## config.mk

```make
export PLATFORM = sky130hd
export DESIGN_NAME = reclock_rx_selftest_cfg
export DESIGN_NICKNAME = d
export VERILOG_FILES = /design/src/hw/pattern_lfsr.v /design/src/hw/reclock_rx_selftest_cfg.v
export VERILOG_INCLUDE_DIRS = /design/src /design/src/hw
export SDC_FILE = /design/constraint.sdc
export NUM_CORES = 1
export LEC_CHECK = 0
export BUFFER_PORTS_ARGS = -buffer_cell sky130_fd_sc_hd__buf_2
export CORE_AREA = 2 2 101 103
export DETAILED_ROUTE_END_ITERATION = 16
export DIE_AREA = 0 0 103 105
export MAX_ROUTING_LAYER = met4
export PLACE_DENSITY = 0.74
export SYNTH_ARGS = -nofsm -noshare
export SYNTH_HDL_FRONTEND = slang
export SYNTH_SLANG_ARGS = --single-unit
```

## constraint.sdc

```tcl
create_clock -name sys_clk -period 2.5 [get_ports sys_clk]
set_input_delay 0.375 -clock sys_clk [delete_from_list [all_inputs] [get_ports sys_clk]]
set_output_delay 0.375 -clock sys_clk [all_outputs]
set_load 0.03 [all_outputs]
```

## src/hw/reclock_rx_selftest_regs.vh

```
// constants for the reclocker receive self-test and configuration block
// assumes includers are plain verilog modules clocked by sys_clk at 125 MHz
//
// Functional notes
// - each reclocker serial driver is switched on or off separately by configuration writes
// - disabled driver powers down; both off also powers down reclocker logic only
// - reset low turns every serial output driver off
// - after re-enabling the reclocker, outputs may be off-spec for 250 us
// - 10-bit parallel word; status bit driven only while self-test select is 10
// - enabled checker runs a 511-character LFSR matching the transmitter
// - synchronised checker compares each character, reports on two low bits and status
// - status group shows 010b or 100b one character per completed loop
// - errors exceeding matches by 16 abort, reset LFSR, wait for start
// - receive PLL loss of lock forces the checker to pattern start state
// - reset presets self-test latches so checking is off
// - reset returns every state machine, counter and latch to initial value
// - receive power latch 0 keeps receive PLL and analog disabled
// - eight write-only banks, seven bits wide, three-bit address
// - write strobe low loads data into the addressed bank
// - banks 0 to 2 hold reclocker receive channel A bits
// - 0,1,5,6 static; 2,7 dynamic; 3,4 reserved test banks
// - select 01 normal reception, 10 checking, 00 and 11 invalid
// - output enable latch 1 enables its driver, 0 disables it
`ifndef RECLOCK_RX_SELFTEST_REGS_VH
`define RECLOCK_RX_SELFTEST_REGS_VH

`define BANK_RECLOCK_S0    3'h0
`define BANK_RECLOCK_S1    3'h1
`define BANK_RECLOCK_DYN   3'h2
`define BANK_TEST3         3'h3
`define BANK_TEST4         3'h4
`define BANK_TX_S5         3'h5
`define BANK_TX_S6         3'h6
`define BANK_TX_DYN        3'h7

// dynamic bank field positions
`define DYN_RX_POWER_BIT   0
`define DYN_OUT1_BIT       1
`define DYN_OUT2_BIT       2
`define DYN_SEL_LO         3
`define DYN_SEL_HI         4
`define TXDYN_OUT1_BIT     0
`define TXDYN_OUT2_BIT     1

`define RESET_BANK         7'h00
`define RESET_DYN          7'h18
`define SEL_NORMAL         2'h1
`define SEL_CHECK          2'h2

`define CLK_PERIOD_NS      8
`define SETTLE_TIME_US     250
`define SETTLE_CYCLES      ((`SETTLE_TIME_US * 1000) / `CLK_PERIOD_NS)

`define LFSR_SEED          9'h1ff
`define LOOP_CHARS         511
`define ERR_LIMIT          16

`endif

```

## src/hw/pattern_lfsr.v

```verilog
// 511-state character pattern generator for the receive checker
// assumes advance is asserted once per character period
`timescale 1ns/1ps
`include "reclock_rx_selftest_regs.vh"
module pattern_lfsr #(
   parameter WIDTH = 10
) (
   input  wire             sys_clk,
   input  wire             rst_n,
   input  wire             reload,
   input  wire             advance,
   output wire [WIDTH-1:0] character,
   output wire             loopEnd
);
   reg  [8:0] state;
   wire [8:0] next_state;

   // x^9 + x^5 + 1, maximal length, 511 states
   assign next_state = {state[7:0], state[8] ^ state[4]};
   assign character  = {state[0], state};
   assign loopEnd    = (state == `LFSR_SEED);

   always @(posedge sys_clk or negedge rst_n) begin
      if (!rst_n) begin
         state <= `LFSR_SEED;
      end else if (reload) begin
         state <= `LFSR_SEED;
      end else if (advance) begin
         state <= next_state;
      end
   end
endmodule // pattern_lfsr

```

## src/hw/reclock_rx_selftest_cfg.v

```verilog
// receive-side control: config banks, driver gating, pattern checker
// assumes all inputs synchronous to sys_clk, one character per clock
`timescale 1ns/1ps
`include "reclock_rx_selftest_regs.vh"
module reclock_rx_selftest_cfg #(
   parameter WORD_W        = 10,
   parameter SETTLE_CYCLES = `SETTLE_CYCLES
) (
   input  wire              sys_clk,
   input  wire              rst_n,
   input  wire              cfg_write_strobe_n,
   input  wire [2:0]        cfgAddr,
   input  wire [6:0]        cfgData,
   input  wire [WORD_W-1:0] rxChar,
   input  wire              rxPllLocked,
   output reg  [WORD_W-1:0] rxWord,
   output reg               selftest_status_bit,
   output reg               statusDriveEnable,
   output wire              reclock_out1_enable,
   output wire              reclock_out2_enable,
   output wire              tx_out1_enable,
   output wire              tx_out2_enable,
   output wire              reclockLogicPowered,
   output wire              rx_channel_power_on,
   output wire              reclockOutValid,
   output wire              selftestSelectInvalid,
   output wire [6:0]        staticSetting0,
   output wire [6:0]        staticSetting1,
   output wire [6:0]        txStatic5,
   output wire [6:0]        txStatic6
);
   localparam [4:0] ST_START = 5'h01;
   localparam [4:0] ST_WAIT  = 5'h02;
   localparam [4:0] ST_SYNC  = 5'h04;
   localparam [4:0] ST_RUN   = 5'h08;
   localparam [4:0] ST_LOOP  = 5'h10;

   localparam [2:0] CODE_IDLE  = 3'h0;
   localparam [2:0] CODE_MATCH = 3'h1;
   localparam [2:0] CODE_ERR   = 3'h3;
   localparam [2:0] CODE_LOOPA = 3'h2;
   localparam [2:0] CODE_LOOPB = 3'h4;
   localparam [2:0] CODE_WAIT  = 3'h5;

   localparam [5:0] ERR_LIMIT = `ERR_LIMIT;
   localparam [8:0] LOOP_LAST = `LOOP_CHARS - 1;
   localparam [19:0] SETTLE_LAST = SETTLE_CYCLES - 1;

   // banks; 3 and 4 kept so writes land somewhere defined
   reg [6:0] bank [0:7];
   integer   i;

   always @(posedge sys_clk or negedge rst_n) begin
      if (!rst_n) begin
         for (i = 0; i < 8; i = i + 1) begin
            bank[i] <= `RESET_BANK;
         end
         bank[`BANK_RECLOCK_DYN] <= `RESET_DYN;
      end else if (!cfg_write_strobe_n) begin
         bank[cfgAddr] <= cfgData;
      end
   end

   assign staticSetting0 = bank[`BANK_RECLOCK_S0];
   assign staticSetting1 = bank[`BANK_RECLOCK_S1];
   assign txStatic5      = bank[`BANK_TX_S5];
   assign txStatic6      = bank[`BANK_TX_S6];

   wire [6:0] dyn   = bank[`BANK_RECLOCK_DYN];
   wire [6:0] txDyn = bank[`BANK_TX_DYN];
   wire [1:0] rx_selftest_select = dyn[`DYN_SEL_HI:`DYN_SEL_LO];

   // driver enable bits reset low, so reset alone forces drivers off
   assign reclock_out1_enable = dyn[`DYN_OUT1_BIT];
   assign reclock_out2_enable = dyn[`DYN_OUT2_BIT];
   assign tx_out1_enable      = txDyn[`TXDYN_OUT1_BIT];
   assign tx_out2_enable      = txDyn[`TXDYN_OUT2_BIT];
   assign reclockLogicPowered = reclock_out1_enable | reclock_out2_enable;
   assign rx_channel_power_on = dyn[`DYN_RX_POWER_BIT];
   assign selftestSelectInvalid = (rx_selftest_select != `SEL_NORMAL) &&
                                  (rx_selftest_select != `SEL_CHECK);

   wire checkOn = (rx_selftest_select == `SEL_CHECK);

   // settle timer after leaving the fully-off state
   reg [19:0] settleCount;
   reg        settled;
   always @(posedge sys_clk or negedge rst_n) begin
      if (!rst_n) begin
         settleCount <= 20'h00000;
         settled     <= 1'b0;
      end else if (!reclockLogicPowered) begin
         settleCount <= 20'h00000;
         settled     <= 1'b0;
      end else if (!settled) begin
         if (settleCount == SETTLE_LAST) begin
            settled <= 1'b1;
         end
         settleCount <= settleCount + 20'h00001;
      end
   end
   assign reclockOutValid = settled;

   // checker
   reg  [4:0] state;
   reg  [4:0] next_state;
   reg  [5:0] balance;
   reg  [8:0] position;
   wire [WORD_W-1:0] expected;
   wire       atSeed;
   wire       match = (rxChar == expected);
   wire       lfsrReload = (next_state == ST_START) || (next_state == ST_WAIT);
   wire       lfsrAdvance = (next_state == ST_RUN) || (next_state == ST_LOOP) ||
                            (next_state == ST_SYNC);
   wire       overLimit = !match && (balance == ERR_LIMIT - 6'h01);

   pattern_lfsr #(
      .WIDTH     (WORD_W)
   ) u_lfsr (
      .sys_clk   (sys_clk),
      .rst_n     (rst_n),
      .reload    (lfsrReload),
      .advance   (lfsrAdvance),
      .character (expected),
      .loopEnd   (atSeed)
   );

   always @* begin
      next_state = state;
      if (!checkOn || !rxPllLocked) begin
         next_state = ST_START;
      end else begin
         case (state)
            ST_START: next_state = ST_WAIT;
            ST_WAIT:  if (match) next_state = ST_SYNC;    // first pattern character
            ST_SYNC:  next_state = ST_RUN;
            ST_RUN, ST_LOOP: begin
               if (overLimit) begin
                  next_state = ST_WAIT;
               end else if (position == LOOP_LAST) begin
                  next_state = ST_LOOP;
               end else begin
                  next_state = ST_RUN;
               end
            end
            default:  next_state = ST_START;
         endcase
      end
   end

   always @(posedge sys_clk or negedge rst_n) begin
      if (!rst_n) begin
         state    <= ST_START;
         balance  <= 6'h00;
         position <= 9'h000;
      end else begin
         state <= next_state;
         if (lfsrReload) begin
            balance  <= 6'h00;
            position <= 9'h000;
         end else if (state == ST_RUN || state == ST_LOOP) begin
            // balance tracks errors minus matches, floored at zero
            if (!match) begin
               balance <= balance + 6'h01;
            end else if (balance != 6'h00) begin
               balance <= balance - 6'h01;
            end
            position <= (position == LOOP_LAST) ? 9'h000 : position + 9'h001;
         end else if (state == ST_SYNC) begin
            position <= 9'h001;
         end
      end
   end

   // output register: status group {status, word[0], word[1]}
   reg [2:0] code;
   reg       loopToggle;
   always @* begin
      case (state)
         ST_START: code = CODE_IDLE;
         ST_WAIT:  code = CODE_WAIT;
         ST_SYNC:  code = CODE_MATCH;
         ST_RUN:   code = match ? CODE_MATCH : CODE_ERR;
         ST_LOOP:  code = loopToggle ? CODE_LOOPB : CODE_LOOPA;
         default:  code = CODE_IDLE;
      endcase
   end

   always @(posedge sys_clk or negedge rst_n) begin
      if (!rst_n) begin
         rxWord              <= {WORD_W{1'b0}};
         selftest_status_bit <= 1'b0;
         statusDriveEnable   <= 1'b0;
         loopToggle          <= 1'b0;
      end else begin
         statusDriveEnable <= checkOn;
         if (state == ST_LOOP) begin
            loopToggle <= ~loopToggle;
         end
         if (checkOn) begin
            rxWord              <= {rxChar[WORD_W-1:2], code[0], code[1]};
            selftest_status_bit <= code[2];
         end else begin
            rxWord              <= rxChar;
            selftest_status_bit <= 1'b0;
         end
      end
   end
endmodule // reclock_rx_selftest_cfg

```

==> flow_metrics.env, run 1 <==
export IMPL_cts_buffer_depth=2
export IMPL_gp_congestion=0.874
export IMPL_synth_nets=465
export IMPL_dieArea_mm2=0.0108
export IMPL_r2r_start="u_lfsr.state[8]"
export IMPL_grt_pass1_vias=3341
export IMPL_pwr_share_clk=0.265
export IMPL_dpl_instance_area_mm2=0.00535
export IMPL_die_w_um=103
export IMPL_finalCritPeriodShare=1.02
export IMPL_antenna_found_initial=0
export IMPL_cts_buffers=9
export IMPL_powerDensity_mw_per_mm2=660
export IMPL_crit_fanout=5
export IMPL_syn_inst=431
export IMPL_n_antenna_cell=0
export IMPL_finalNetCount=545
export IMPL_power_switching_share=0.328
export IMPL_yosys_top_cells_count="dfrtp_1, nor2_1, mux2_2"
export IMPL_drv_cap=0
export IMPL_ir_drop_v=0.000264
export IMPL_relSlewSlack=0.487
export IMPL_finish_instance_area_mm2=0.00561
export IMPL_hold_violations=0
export IMPL_fmax_mhz=393
export IMPL_drtIter0Drc=184
export IMPL_path_cells="xor2_2 -> nor4_4 -> nand3b_4 -> inv_4 -> ha_4 -> a211oi_2 -> o21bai_1 -> a21oi_1 -> xnor2_1 -> or3_1 -> a21oi_2"
export IMPL_status="complete, but fails checks"
export IMPL_cp_startpoint="u_lfsr.state[8]"
export IMPL_layout_drive_gt1_share=0.380
export IMPL_fp_row_count=36
export IMPL_grt_max_degree=54
export IMPL_synth_top_area_frac=0.447
export IMPL_p_leak_nw=2.51
export IMPL_clk_pin_slew_ns=0.10
export IMPL_cp_start_kind="flop"
export IMPL_fin_crit_ns=2.55
export IMPL_yosysTopAreaCell="dfrtp_1"
export IMPL_crit_type="flop to flop"
export IMPL_slew_viol_final=0
export IMPL_wl_per_cell_um=14.4
export IMPL_vias_per_cell=5.20
export IMPL_grt_overflow=0
export IMPL_die_h_um=105
export IMPL_htreeDepth=3
export IMPL_comb_power_share=0.231
export IMPL_p_switching_w=0.00121
export IMPL_cts_root_buf="clkbuf_8"
export IMPL_synthesis_area_mm2=0.00482
export IMPL_initial_core_util=0.500
export IMPL_hold_class="primary input to async pin"
export IMPL_pre_cts_slack_ns=-0.210
export IMPL_critPathMaxStageDelay_ns=0.58
export IMPL_fill_cells=838
export IMPL_post_synth_top_count_cell="dfrtp_1"
export IMPL_io_pins=72
export IMPL_critPathCaptureType="flop"
export IMPL_cp_num_buf_inv=1
export IMPL_rsz0062_at_grt="true"
export IMPL_port_buffer_count=71
export IMPL_synth_seq_cells=98
export IMPL_syn_avg_cell_area_um2=11.2
export IMPL_drc=0
export IMPL_vias=3376
export IMPL_fin_util=0.582
export IMPL_cp_data_arrival_time_ns=2.83
export IMPL_cp_top_family="simple AND/OR/NAND/NOR gates"
export IMPL_finClkSkew_ns=0.00902
export IMPL_syn2layout_area_growth_pct=16.5
export IMPL_ant_nets=0
export IMPL_setup_violations_final=1
export IMPL_synth_edff_count=0
export IMPL_core_region_area_mm2=0.00964
export IMPL_cts_sinks=98
export IMPL_ys_seq_area_frac=0.512
export IMPL_grt_total_usage=0.186
export IMPL_worst_slack_ns=-0.0451
export IMPL_p_int_w=0.00249
export IMPL_wirelength_um=9320
export IMPL_async_flop_share=1.00
export IMPL_fin_hold_ws_ns=0.0460
export IMPL_required_ns=2.79
export IMPL_yosys_warnings=0
export IMPL_hpwlAfterDp_um=6900
export IMPL_cts_tree="built"
export IMPL_grt_pass1_wl_um=15600
export IMPL_worst_pin_slew_ns=0.767
export IMPL_slowest_stage="dfstp_2"
export IMPL_synth_cell_types=59
export IMPL_synth_area_leaders="dfrtp_1, mux2_2, dfstp_2, buf_4, xor2_1"
export IMPL_synth_ff_type="dfrtp_1"
export IMPL_first_pass_iters=4
export IMPL_violations="setup timing"
export IMPL_seqPwrFrac=0.504
export IMPL_clock_latency_ns=0.36
registers in the layout, summed over array words and instances (netlist names):
register             count
txDyn                    2
dyn                      5
balance                  6
u_lfsr.state             9
settleCount             20
txStatic5                7
statusDriveEnable        1
position                 9
loopToggle               1
selftest_status_bit      1
reclockOutValid          1
txStatic6                7
staticSetting1           7
rxWord                  10
staticSetting0           7
state                    5
layout make-up:
type                    instances  area, um^2  area share
clock inverters                 4        35.0     0.00624
multi-input cells             285        2100       0.375
flip-flops and latches         98        2470       0.440
inverters                       9        36.3     0.00647
well taps                     133         166      0.0297
clock buffers                  12         155      0.0276
repair buffers                108         648       0.115
worst reg2reg max path: cells and delay by family, from the launching register on:
family,cells,cell delay (ns)
buf+inv,1,0.11
xor+xnor,2,0.19
compound gates,4,0.58
flops,1,0.58
simple gates,3,0.82
fa+ha+maj,1,0.20
what timing repair did:
item | 4_1_cts | 5_1_grt
resized for setup | 4 | 4
hold buffers | 0 | 0
setup endpoints to repair | 9 | 2
buffers inserted | 2 | 2
endpoints found under the hold margin | 0 | 0
pin swaps | 4 | 4
layout by cell type, fill, tap and decap left out, types with 11 or more instances in the layout:
cell and count:
dfrtp_1 86, buf_2 70, nor2_1 48, buf_4 37, mux2_2 34, nand2_1 24
xor2_1 19, o21ai_0 16, xnor2_1 14, nand3_1 14, a21oi_1 14, dfstp_2 12
clkbuf_8 11
per-layer routing:
layer | track usage | vias up | routed length [um]
met4 | 0.0536 | 0 | 103
met3 | 0.0368 | 8 | 370
met1 | 0.235 | 1685 | 4130
li1 | - | 1626 | -
met2 | 0.302 | 57 | 4720
met5 | - | - | 0
path summary, 6_finish.rpt:
check | cells after the start | to | slack, ns
setup / recovery | 11 | balance[5] | -0.05
hold / removal | 1 | settleCount[15] | 0.05
setup reg to reg | 11 | balance[5] | -0.05
hold reg to reg | 1 | loopToggle | 0.51
max in group asynchronous | 2 | dyn[3] | 1.67
min in group sys_clk | 1 | rxWord[3] | 0.14
cells by family after synthesis:
| group | after synthesis | share of synthesized area |
|---|---|---|
| muxes | 36 | 0.0836 |
| adders and majority gates | 10 | 0.0275 |
| xor gates and xnor gates | 36 | 0.0654 |
| buffers and inverters | 48 | 0.0665 |
| and+or+nand+nor | 147 | 0.168 |
| AOI/OAI and AO/OA | 56 | 0.0766 |
| DFF | 98 | 0.512 |
power groups by stage:
stage	Combinational [W]	Clock [W]	Sequential, W
after floorplan	0.000672	0	0.00193
after global placement	0.000851	0	0.00189
after detailed placement	0.000865	0	0.00190
after CTS	0.000866	0.00100	0.00187
after global routing	0.000923	0.00107	0.00189
final	0.000856	0.000981	0.00187
per-stage QoR:
step,power [W],std cells,TNS [ns]
after floorplan,0.00260,431,0
after global placement,0.00274,629,-0.468
after detailed placement,0.00277,629,-0.604
after CTS,0.00374,647,-0.0912
after global routing,0.00389,649,-0.923
final,0.00371,649,-0.0451
(Power assumes the default switching activity.)
==> inputs of run 2 (changes only) <==
--- a/config.mk
+++ b/config.mk
@@ -7,11 +7,12 @@
 export NUM_CORES = 1
 export LEC_CHECK = 0
 export BUFFER_PORTS_ARGS = -buffer_cell sky130_fd_sc_hd__buf_2
-export CORE_AREA = 2 2 101 103
+export CORE_AREA = 3 3 102 104
 export DETAILED_ROUTE_END_ITERATION = 16
-export DIE_AREA = 0 0 103 105
+export DIE_AREA = 0 0 105 107
 export MAX_ROUTING_LAYER = met4
 export PLACE_DENSITY = 0.74
+export SKIP_LAST_GASP = 1
 export SYNTH_ARGS = -nofsm -noshare
 export SYNTH_HDL_FRONTEND = slang
 export SYNTH_SLANG_ARGS = --single-unit
==> constraint.sdc (replaced) <==
create_clock -name sys_clk -period 2.5 [get_ports sys_clk]
set_input_delay 0 -clock sys_clk [delete_from_list [all_inputs] [get_ports sys_clk]]
set_output_delay 0 -clock sys_clk [all_outputs]
set_load 0.03 [all_outputs]
==> flow_metrics.env, run 2 (synthesis gave the netlist of run 1 again) <==
export IMPL_port_buffer_count=71
export IMPL_largest_register_ffs=20
export IMPL_vias=3382
export IMPL_ir_drop_v=0.000276
export IMPL_layout_drive_gt1_share=0.337
export IMPL_wl_met3_um=291
export IMPL_relSlewSlack=0.352
export IMPL_powerDensity_mw_per_mm2=657
export IMPL_grt_total_usage=0.184
export IMPL_finClkSkew_ns=0.0103
export IMPL_grt_pass1_vias=3473
export IMPL_syn2layout_area_growth_pct=16.1
export IMPL_grt_pass1_wl_um=16400
export IMPL_die_w_um=105
export IMPL_status="finished, final reports clean"
export IMPL_worst_pin_slew_ns=0.959
export IMPL_rsz0062_at_grt="true"
export IMPL_cts_buffer_depth=2
export IMPL_cts_buffers=9
export IMPL_gp_congestion=0.884
export IMPL_setup_violations_final=0
export IMPL_pwr_share_clk=0.256
export IMPL_drv_cap=0
export IMPL_cp_start_kind="flop"
export IMPL_routed_top_layer="met4"
export IMPL_htreeDepth=3
export IMPL_largest_register="settleCount"
export IMPL_crit_type="flop to flop"
export IMPL_critPathCaptureType="flop"
export IMPL_initial_core_util=0.500
export IMPL_worst_slack_ns=0.0353
export IMPL_drtIter0Drc=156
export IMPL_layout_commonest_cell="dfrtp_1"
export IMPL_die_h_um=107
export IMPL_dpl_instance_area_mm2=0.00518
export IMPL_n_antenna_cell=0
export IMPL_fin_crit_ns=2.46
export IMPL_clk_pin_slew_ns=0.09
export IMPL_fill_cells=838
export IMPL_top_regs="settleCount (20), rxWord (10)"
export IMPL_hold_violations=0
export IMPL_vias_per_cell=5.26
export IMPL_antenna_found_initial=0
export IMPL_pre_cts_slack_ns=-0.00413
export IMPL_hold_class="primary input to flop"
export IMPL_cts_tree="built"
export IMPL_finish_instance_area_mm2=0.00559
export IMPL_finalCritPeriodShare=0.986
export IMPL_fin_hold_ws_ns=0.0862
export IMPL_first_pass_iters=4
export IMPL_cts_root_buf="clkbuf_8"
export IMPL_cp_data_arrival_time_ns=2.75
export IMPL_grt_overflow=0
export IMPL_wl_met2_um=4930
export IMPL_dieArea_mm2=0.0112
export IMPL_slew_viol_final=0
export IMPL_wl_per_cell_um=14.7
export IMPL_p_switching_w=0.00122
export IMPL_p_int_w=0.00246
export IMPL_fmax_mhz=406
export IMPL_clock_latency_ns=0.35
export IMPL_ant_nets=0
export IMPL_wl_met1_um=4110
export IMPL_core_region_area_mm2=0.00964
export IMPL_finalNetCount=540
export IMPL_r2r_slack_ns=0.04
export IMPL_crit_fanout=5
export IMPL_layout_common_cells="dfrtp_1, buf_2, nor2_1"
export IMPL_power_switching_share=0.331
export IMPL_cts_sinks=98
export IMPL_wirelength_um=9480
export IMPL_fp_row_count=36
export IMPL_required_ns=2.78
export IMPL_drc=0
export IMPL_total_power_w=0.00368
export IMPL_p_leak_nw=2.45
export IMPL_hpwlAfterDp_um=6770
export IMPL_finalSetupTns_ns=0
export IMPL_seqPwrFrac=0.510
export IMPL_io_pins=72
export IMPL_comb_power_share=0.234
export IMPL_grt_max_degree=51
## run 2: final timing paths
| kind | from | endpoint | depth (start not counted) |
|---|---|---|---|
| worst max-delay path | u_lfsr.state[6] | balance[5] | 12 |
| worst min-delay path | cfgAddr[0] | dyn[3] | 4 |
| worst max register to register | u_lfsr.state[6] | balance[5] | 12 |
| worst min register to register | loopToggle | loopToggle | 1 |
| max in group asynchronous | rst_n | dyn[3] | 3 |
| min in group asynchronous | rst_n | rxWord[6] | 2 |
## run 2: power by group through the flow
stage / logic (W) / registers (W) / clock network [W]
after floorplan: 0.000672 / 0.00193 / 0
after global placement: 0.000831 / 0.00189 / 0
after detailed placement: 0.000847 / 0.00190 / 0
after CTS: 0.000873 / 0.00187 / 0.000961
after global routing: 0.000931 / 0.00190 / 0.00103
final: 0.000861 / 0.00187 / 0.000942
## run 2: critical path, stage by stage (launching register included)
cell	delay (ns)
dfstp_2	0.55
xor2_1	0.08
nor4_2	0.27
buf_4	0.17
nand3b_4	0.09
inv_4	0.11
ha_4	0.21
a211oi_2	0.18
o21bai_1	0.11
a21oi_2	0.14
xnor2_1	0.08
or3_1	0.31
a21oi_1	0.12
## run 2: area by class of cell
type / count / area, um^2 / share of cell area
Multi-Input combinational cell: 285 / 2090 / 0.373
Inverter: 9 / 36.3 / 0.00649
Tap cell: 133 / 166 / 0.0298
Sequential cell: 98 / 2470 / 0.441
Clock inverter: 5 / 38.8 / 0.00694
Timing Repair Buffer: 103 / 658 / 0.118
Clock buffer: 10 / 138 / 0.0246
## run 2: timing repair
action	CTS	global route
pin swaps	4	6
hold buffers	19	0
buffers inserted	2	0
endpoints found under the setup margin	1	2
endpoints found under the hold margin	84	0
gates resized for setup	1	6
## run 2: stage by stage
| step | std cells | util |
|---|---|---|
| after floorplan | 431 | - |
| after global placement | 607 | 0.537 |
| after detailed placement | 607 | 0.537 |
| after CTS | 643 | 0.577 |
| after global routing | 643 | 0.580 |
| final | 643 | 0.580 |
## run 2: layer usage
metal	GRT usage	up-vias
met5	-	-
met4	0.0684	0
met3	0.0283	13
met2	0.310	64
met1	0.225	1683
li1	-	1622
